**src/verilog/gpab_pkg.sv**
```systemverilog
`default_nettype none

package gpab_pkg;

    // ========================================================================
    // Register map
    // ========================================================================
    localparam logic [7:0] ADDR_PORT_A_DATA = 8'h00;
    localparam logic [7:0] ADDR_PORT_B_DATA = 8'h01;
    localparam logic [7:0] ADDR_PORT_A_DIRECTION = 8'h04;
    localparam logic [7:0] ADDR_PORT_B_DIRECTION = 8'h05;
    localparam logic [7:0] ADDR_PORT_A_PULLUP = 8'h0D;
    localparam logic [7:0] ADDR_PORT_A7_PULLUP = 8'h0E;
    localparam logic [7:0] ADDR_CONTROL = 8'h10;

    // ========================================================================
    // Field positions and reset values
    // ========================================================================
    localparam int OSC_IO_SEL_BIT = 7;
    localparam int A7_PULLUP_BIT = 0;
    localparam int CTRL_CRYSTAL_BIT = 0;
    localparam int CTRL_TWO_WIRE_SEL_BIT = 1;
    localparam int CTRL_TWO_WIRE_EN_BIT = 2;
    localparam int OSC_PIN = 6;
    localparam int TWO_WIRE_DATA_PIN = 2;
    localparam int TWO_WIRE_CLOCK_PIN = 3;
    localparam logic [7:0] RESET_DIRECTION = 8'h00;
    localparam logic [7:0] RESET_PULLUP = 8'h00;
    localparam logic [7:0] RESET_CONTROL = 8'h00;
    localparam logic RESET_OSC_IO_SEL = 1'b1;
    localparam logic [7:0] READ_UNMAPPED = 8'h00;

    // ========================================================================
    // Pin bundle for one 8-bit port
    // ========================================================================
    typedef struct packed {
        logic [7:0] out;
        logic [7:0] oe;
    } gpab_pins_s;

endpackage

`default_nettype wire

```
**src/verilog/gpab_ports.sv**
```systemverilog
// Summary of operation
// - Port A has eight software read/write latches, untouched by reset.
// - Port A direction bit 1 drives the pin; 0 leaves it an input.
// - Reset clears all port A direction bits.
// - Port A data read returns latch for outputs, pin level for inputs.
// - Data latch writes always land; inputs still read the pin.
// - Port A pull-up on when its enable is 1 and pin is input.
// - Port A pull-up off whenever its enable is 0.
// - Port A pull-up switched off automatically while the pin outputs.
// - With RC option, select bit picks bit 6 I/O or RC clock out.
// - With crystal option, the select bit has no effect on the pin.
// - Keyboard enables route matching port A pins to keyboard interrupts.
// - An option bit selects port A pins 2 and 3 for two-wire use.
// - Port B has eight software read/write latches, untouched by reset.
// - Port B direction 1 drives, 0 inputs; reset clears all bits.
// - Port B read returns latch or pin; inputs have no pull-up.
// - Port B pins feed converter channels 0 to 7 by channel select.
// - Enabled two-wire unit on pins 2 and 3 beats keyboard interrupts.
//
// The plain strobed port was decided locally.
`timescale 1ns/1ps
`default_nettype none

module gpab_ports
(
    input wire logic sys_clk_i,
    input wire logic nrst_i,
    input wire logic [7:0] reg_addr_i,
    input wire logic [7:0] reg_wdata_i,
    input wire logic reg_write_i,
    input wire logic reg_read_i,
    output logic [7:0] reg_rdata_o,
    input wire logic [7:0] port_a_pin_i,
    output gpab_pkg::gpab_pins_s port_a_pin_o,
    output logic [7:0] port_a_pullup_o,
    input wire logic [7:0] port_b_pin_i,
    output gpab_pkg::gpab_pins_s port_b_pin_o,
    input wire logic [7:0] keyboard_irq_enable_i,
    output logic [7:0] keyboard_pin_o,
    output logic [7:0] keyboard_irq_active_o,
    input wire logic rc_clock_i,
    input wire logic two_wire_sda_out_i,
    input wire logic two_wire_sda_oe_i,
    input wire logic two_wire_scl_out_i,
    input wire logic two_wire_scl_oe_i,
    output logic two_wire_sda_o,
    output logic two_wire_scl_o,
    input wire logic [4:0] converter_channel_select_i,
    output logic converter_analog_o
);

    // ========================================================================
    // Registers
    // ========================================================================
    logic [7:0] port_a_data;
    logic [7:0] port_b_data;
    logic [7:0] port_a_direction;
    logic [7:0] port_b_direction;
    logic [6:0] port_a_pullup_enable;
    logic osc_pin_io_select;
    logic port_a_bit7_pullup_enable;
    logic [7:0] control;
    logic [7:0] a_sync1;
    logic [7:0] a_sync2;
    logic [7:0] b_sync1;
    logic [7:0] b_sync2;
    logic [7:0] pullup_en_all;
    logic crystal_option;
    logic rc_clock_active;
    logic two_wire_active;
    logic [7:0] next_a_out;
    logic [7:0] next_a_oe;
    logic [7:0] next_pullup;
    logic [7:0] next_kbd_active;
    logic [7:0] next_rdata;

    assign crystal_option = control[gpab_pkg::CTRL_CRYSTAL_BIT];
    assign rc_clock_active = !crystal_option && !osc_pin_io_select;
    assign two_wire_active = control[gpab_pkg::CTRL_TWO_WIRE_SEL_BIT]
        && control[gpab_pkg::CTRL_TWO_WIRE_EN_BIT];
    assign pullup_en_all = {port_a_bit7_pullup_enable,
        port_a_pullup_enable[6:0]};

    // Data latches have no reset on purpose: reset leaves their contents.
    always_ff @(posedge sys_clk_i)
    begin
        if (reg_write_i && reg_addr_i == gpab_pkg::ADDR_PORT_A_DATA)
        begin
            port_a_data <= reg_wdata_i;
        end
        if (reg_write_i && reg_addr_i == gpab_pkg::ADDR_PORT_B_DATA)
        begin
            port_b_data <= reg_wdata_i;
        end
    end

    always_ff @(posedge sys_clk_i or negedge nrst_i)
    begin
        if (!nrst_i)
        begin
            port_a_direction <= gpab_pkg::RESET_DIRECTION;
            port_b_direction <= gpab_pkg::RESET_DIRECTION;
        end
        else if (reg_write_i)
        begin
            if (reg_addr_i == gpab_pkg::ADDR_PORT_A_DIRECTION)
            begin
                port_a_direction <= reg_wdata_i;
            end
            if (reg_addr_i == gpab_pkg::ADDR_PORT_B_DIRECTION)
            begin
                port_b_direction <= reg_wdata_i;
            end
        end
    end

    always_ff @(posedge sys_clk_i or negedge nrst_i)
    begin
        if (!nrst_i)
        begin
            port_a_pullup_enable <= gpab_pkg::RESET_PULLUP[6:0];
            osc_pin_io_select <= gpab_pkg::RESET_OSC_IO_SEL;
            port_a_bit7_pullup_enable <= 1'b0;
            control <= gpab_pkg::RESET_CONTROL;
        end
        else if (reg_write_i)
        begin
            if (reg_addr_i == gpab_pkg::ADDR_PORT_A_PULLUP)
            begin
                port_a_pullup_enable <= reg_wdata_i[6:0];
                osc_pin_io_select <= reg_wdata_i[gpab_pkg::OSC_IO_SEL_BIT];
            end
            if (reg_addr_i == gpab_pkg::ADDR_PORT_A7_PULLUP)
            begin
                port_a_bit7_pullup_enable <=
                    reg_wdata_i[gpab_pkg::A7_PULLUP_BIT];
            end
            if (reg_addr_i == gpab_pkg::ADDR_CONTROL)
            begin
                control <= reg_wdata_i;
            end
        end
    end

    // ========================================================================
    // Pin synchronisers
    // ========================================================================
    // Two stages keep a metastable pin out of the read path.
    always_ff @(posedge sys_clk_i or negedge nrst_i)
    begin
        if (!nrst_i)
        begin
            a_sync1 <= 8'h00;
            a_sync2 <= 8'h00;
            b_sync1 <= 8'h00;
            b_sync2 <= 8'h00;
        end
        else
        begin
            a_sync1 <= port_a_pin_i;
            a_sync2 <= a_sync1;
            b_sync1 <= port_b_pin_i;
            b_sync2 <= b_sync1;
        end
    end

    // ========================================================================
    // Per-pin output logic for port A
    // ========================================================================
    // The latch may hold garbage after power-up; it is only driven once
    // software sets the direction bit, so it reaches a pin unset if that bit is set before the latch is written.
    generate
        for (genvar i = 0; i < 8; i++)
        begin : g_pin_a
            always_comb
            begin
                next_a_out[i] = port_a_data[i];
                next_a_oe[i] = port_a_direction[i];
                next_pullup[i] = pullup_en_all[i]
                    && !port_a_direction[i];
                next_kbd_active[i] = keyboard_irq_enable_i[i];
                if (i == gpab_pkg::OSC_PIN && rc_clock_active)
                begin
                    next_a_out[i] = rc_clock_i;
                    next_a_oe[i] = 1'b1;
                    next_pullup[i] = 1'b0;
                    next_kbd_active[i] = 1'b0;
                end
                if (two_wire_active && i == gpab_pkg::TWO_WIRE_DATA_PIN)
                begin
                    next_a_out[i] = two_wire_sda_out_i;
                    next_a_oe[i] = two_wire_sda_oe_i;
                    // A line the two-wire unit drives gets no pull-up.
                    next_pullup[i] = next_pullup[i]
                        && !two_wire_sda_oe_i;
                    next_kbd_active[i] = 1'b0;
                end
                if (two_wire_active && i == gpab_pkg::TWO_WIRE_CLOCK_PIN)
                begin
                    next_a_out[i] = two_wire_scl_out_i;
                    next_a_oe[i] = two_wire_scl_oe_i;
                    next_pullup[i] = next_pullup[i]
                        && !two_wire_scl_oe_i;
                    next_kbd_active[i] = 1'b0;
                end
            end
        end
    endgenerate

    // ========================================================================
    // Read data mux
    // ========================================================================
    always_comb
    begin
        next_rdata = gpab_pkg::READ_UNMAPPED;
        case (reg_addr_i)
            gpab_pkg::ADDR_PORT_A_DATA:
                next_rdata = (port_a_direction & port_a_data)
                    | (~port_a_direction & a_sync2);
            gpab_pkg::ADDR_PORT_B_DATA:
                next_rdata = (port_b_direction & port_b_data)
                    | (~port_b_direction & b_sync2);
            gpab_pkg::ADDR_PORT_A_DIRECTION:
                next_rdata = port_a_direction;
            gpab_pkg::ADDR_PORT_B_DIRECTION:
                next_rdata = port_b_direction;
            gpab_pkg::ADDR_PORT_A_PULLUP:
                next_rdata = {osc_pin_io_select, port_a_pullup_enable[6:0]};
            gpab_pkg::ADDR_PORT_A7_PULLUP:
                next_rdata = {7'h00, port_a_bit7_pullup_enable};
            gpab_pkg::ADDR_CONTROL:
                next_rdata = control;
            default:
                next_rdata = gpab_pkg::READ_UNMAPPED;
        endcase
    end

    // ========================================================================
    // Registered outputs
    // ========================================================================
    // Every output adds one cycle of delay; the pins lag a write by one edge.
    always_ff @(posedge sys_clk_i or negedge nrst_i)
    begin
        if (!nrst_i)
        begin
            reg_rdata_o <= 8'h00;
            port_a_pin_o <= '0;
            port_b_pin_o <= '0;
            port_a_pullup_o <= 8'h00;
            keyboard_pin_o <= 8'h00;
            keyboard_irq_active_o <= 8'h00;
            two_wire_sda_o <= 1'b0;
            two_wire_scl_o <= 1'b0;
            converter_analog_o <= 1'b0;
        end
        else
        begin
            reg_rdata_o <= reg_read_i ? next_rdata : 8'h00;
            port_a_pin_o.out <= next_a_out;
            port_a_pin_o.oe <= next_a_oe;
            port_b_pin_o.out <= port_b_data;
            port_b_pin_o.oe <= port_b_direction;
            port_a_pullup_o <= next_pullup;
            keyboard_pin_o <= a_sync2;
            keyboard_irq_active_o <= next_kbd_active;
            two_wire_sda_o <= a_sync2[gpab_pkg::TWO_WIRE_DATA_PIN];
            two_wire_scl_o <= a_sync2[gpab_pkg::TWO_WIRE_CLOCK_PIN];
            // Digital view of the chosen channel; codes above 7 read 0.
            converter_analog_o <= (converter_channel_select_i[4:3] == 2'b00)
                ? b_sync2[converter_channel_select_i[2:0]] : 1'b0;
        end
    end

endmodule // gpab_ports

`default_nettype wire

```
**config.mk**
```make
export PLATFORM = sky130hd
export DESIGN_NAME = gpab_ports
export DESIGN_NICKNAME = d
export VERILOG_FILES = /design/src/verilog/gpab_pkg.sv /design/src/verilog/gpab_ports.sv
export SDC_FILE = /design/constraint.sdc
export NUM_CORES = 1
export LEC_CHECK = 0
export BUFFER_PORTS_ARGS = -buffer_cell sky130_fd_sc_hd__clkbuf_2
export CAP_MARGIN = 10
export CORE_MARGIN = 8
export CORE_UTILIZATION = 40
export DETAILED_ROUTE_END_ITERATION = 12
export PLACE_DENSITY = 0.62
export REMOVE_ABC_BUFFERS = 1
export SKIP_CTS_REPAIR_TIMING = 1
export SYNTH_ARGS = -nofsm -noshare
export SYNTH_HDL_FRONTEND = slang
export SYNTH_SLANG_ARGS = --single-unit
```
**constraint.sdc**
```tcl
create_clock -name sys_clk_i -period 3.2 [get_ports sys_clk_i]
set_input_delay 0.64 -clock sys_clk_i [delete_from_list [all_inputs] [get_ports sys_clk_i]]
set_output_delay 0.64 -clock sys_clk_i [all_outputs]
set_load 0.05 [all_outputs]
```
==> flow_metrics.env <==
export IMPL_htree_num_levels=4
export IMPL_cts_tree="yes"
export IMPL_antenna_found_initial=0
export IMPL_rr_worst_depth=4
export IMPL_rows=41
export IMPL_tns_ns=0
export IMPL_clk_pin_slew_worst_paths_ns=0.06
export IMPL_syn_to_final_growth_pct=27.9
export IMPL_maxSlewHeadroom=0.307
export IMPL_crit_path_max_fanout=8
export IMPL_clockBufferDepth=2
export IMPL_routabilityCongestion=0.781
export IMPL_yosys_warnings=0
export IMPL_fin_crit_ns=2.22
export IMPL_worstSkewPairLatency_ns=0.41
export IMPL_dieArea_um2=16700
export IMPL_r2r_start="control[6]"
export IMPL_avgSynthCellArea_um2=16.2
export IMPL_num_antenna_cells=0
export IMPL_holdPathStages=1
export IMPL_setup_violations=0
export IMPL_finalInstanceArea_um2=6550
export IMPL_path_buf_inv=1
export IMPL_fin_worst_skew_ns=0.00643
export IMPL_vias_per_cell=4.90
export IMPL_max_freq_ghz=0.450
export IMPL_cp_startpoint="reg_addr_i[7]"
export IMPL_vias=3124
export IMPL_required_ns=3.49
export IMPL_powerDensity_nw_per_um2=659
export IMPL_r2r_slack_ns=1.90
export IMPL_fp_dieH_um=129
export IMPL_status="finished clean"
export IMPL_final_nets=506
export IMPL_arrival_ns=2.52
export IMPL_hold_path_class="in -> reg"
export IMPL_post_route_util=0.521
export IMPL_dr_pass1_iters=4
export IMPL_io_buffer_count=120
export IMPL_synth_cells=317
export IMPL_place_ws_ns=0.560
export IMPL_biggestRegsByFlops="port_a_pin_o (16), port_b_pin_o (16)"
export IMPL_fin_crit_sh=0.695
export IMPL_die_w_um=129
export IMPL_crit_family="simple AND/OR/NAND/NOR gates"
export IMPL_track_usage=0.156
export IMPL_hold_path_end="a_sync1[4]"
export IMPL_dp_hpwl_um=8720
export IMPL_cp_end_kind="flip-flop"
export IMPL_cpPeakStageDelay_ns=0.55
export IMPL_postRouteAntennaNets=0
export IMPL_avgRoutedWirePerCell_um=19.4
export IMPL_path_cells="clkbuf_2 > nor3_1 > nand3b_1 > nor2_2 > mux2_2"
export IMPL_grt_pass1_vias=3452
export IMPL_maxCapViolCount=0
export IMPL_clock_root_buffer="clkbuf_16"
export IMPL_grt_pass1_wl_um=19200
export IMPL_path_class="in -> reg"
export IMPL_place_area_um2=5940
export IMPL_seq_area_frac_synth=0.729
export IMPL_overflow=0
export IMPL_tightestPinTransition_ns=1.04
export IMPL_synthTopCellsByArea="dfrtp_1 63%, mux2_2 9.5%, edfxtp_1 9.4%"
export IMPL_synth_distinct_cells=44
export IMPL_cp_slowest_cell="nor2_2"
export IMPL_yosysTopAreaCell="dfrtp_1"
export IMPL_ir_drop_mv=0.389
export IMPL_synth_seq_cells=146
export IMPL_cts_sinks=146
export IMPL_timing_final_hold_violations=0
export IMPL_routed_wl_um=12300
export IMPL_rsz0062_at_grt="no"
export IMPL_synth_top_area_frac=0.630
export IMPL_design_core_area_um2=12600
export IMPL_drv_slew=0
export IMPL_timing_rr_end="reg_rdata_o[6]"
export IMPL_min_from="port_a_pin_i[4]"
export IMPL_io_pins=121
export IMPL_cts_inserted_buffers=17
export IMPL_initialDrtViolationCount=202
export IMPL_drc=0
export IMPL_leakagePower_nw=3.09
export IMPL_syn_cell_area_um2=5120
export IMPL_drive_gt1_frac=0.452
export IMPL_grt_max_degree=119
export IMPL_worst_slack_ns=0.977
export IMPL_start_util=0.407
export IMPL_startpoint_type="input port"
## worst max path at each step
stage | slack, ns | end | cells past startpoint
floorplan | 1.03 | port_a_direction[0] | 3
global placement | 0.60 | port_b_data[1] | 4
detailed placement | 0.56 | port_a_pullup_enable[1] | 5
CTS | 0.99 | port_a_pullup_enable[1] | 5
global route | 0.93 | port_a_direction[4] | 4
finish | 0.98 | port_a_pullup_enable[1] | 5
## area by class of cell
type | count | area, µm²
Timing Repair Buffer | 128 | 667
Multi-Input combinational cell | 157 | 1310
Clock buffer | 18 | 429
Inverter | 2 | 7.51
Tap cell | 172 | 215
Fill cell | 1078 | 6020
Clock inverter | 14 | 186
Sequential cell | 146 | 3730
## stage by stage
step / total power, mW / hold WS, ns / std cells
after CTS: 4.37 / 0.316 / 637
after detailed placement: 2.32 / 0.336 / 605
after global placement: 2.32 / 0.333 / 605
after floorplan: 2.17 / 0.331 / 305
after global routing: 4.47 / 0.308 / 637
final: 4.32 / 0.330 / 637
## report_power, final
part / switching [mW] / internal (mW)
Combinational: 0.205 / 0.0922
Clock: 0.736 / 1.30
Sequential: 0.0423 / 1.94
Total: 0.983 / 3.33
## per-layer routing
layer  GRT usage  up-vias  wire length [µm]
met1       0.195     1594              5330
met5           0        -                 0
li1            -     1408                 -
met3      0.0538       15               833
met2       0.246      107              5990
met4      0.0546        0               175
## cells in the final DEF (no fill, tap or decap), drive strengths merged, types with 2 or more instances in the layout
master / count
clkinv: 6
clkinvlp: 3
nor3b: 2
nor3: 3
mux2i: 18
and2: 3
nand3b: 2
mux4: 2
or4b: 2
nor2: 15
nor2b: 6
edfxtp: 16
inv: 3
nor4: 2
dfrtp: 129
bufinv: 4
clkbuf: 137
mux2: 43
a21o: 2
buf: 9
o2bb2ai: 7
and3: 2
a31oi: 14
nand4: 2
nand2: 17
nand4b: 2
## synthesized netlist by cell type (all sizes together)
master / number
and3: 2
a211oi: 1
o2bb2ai: 7
nand4: 2
nor2: 15
or4bb: 1
mux2: 43
nand2: 17
nand4b: 2
buf: 9
or4: 1
edfxtp: 16
nor2b: 6
or4b: 2
nor3b: 2
and4b: 1
o22ai: 1
a21o: 2
nor4: 2
o211ai: 1
o32ai: 1
a21oi: 1
nor3: 3
a31oi: 14
and2: 3
nand4bb: 1
dfrtp: 129
or2: 1
nand3b: 2
dfstp: 1
clkbuf: 3
mux2i: 18
or3: 1
o21ai: 1
inv: 2
a221oi: 1
mux4: 2
## worst reg2reg max path: cells and delay by family (launching register included)
| family | cells | cell delay [ns] |
|---|---|---|
| compound gates | 2 | 0.36 |
| flops | 1 | 0.34 |
| simple gates | 2 | 0.52 |
## logic make-up (layout without fill, tap and decap cells)
family | after synthesis | in the layout | share of synthesized area
buf+inv | 14 | 162 | 0.0147
mux | 63 | 63 | 0.139
simple gates | 64 | 64 | 0.0760
compound gates | 30 | 30 | 0.0415
flops | 146 | 146 | 0.729
No activity file was read; power rests on OpenSTA's default activity.
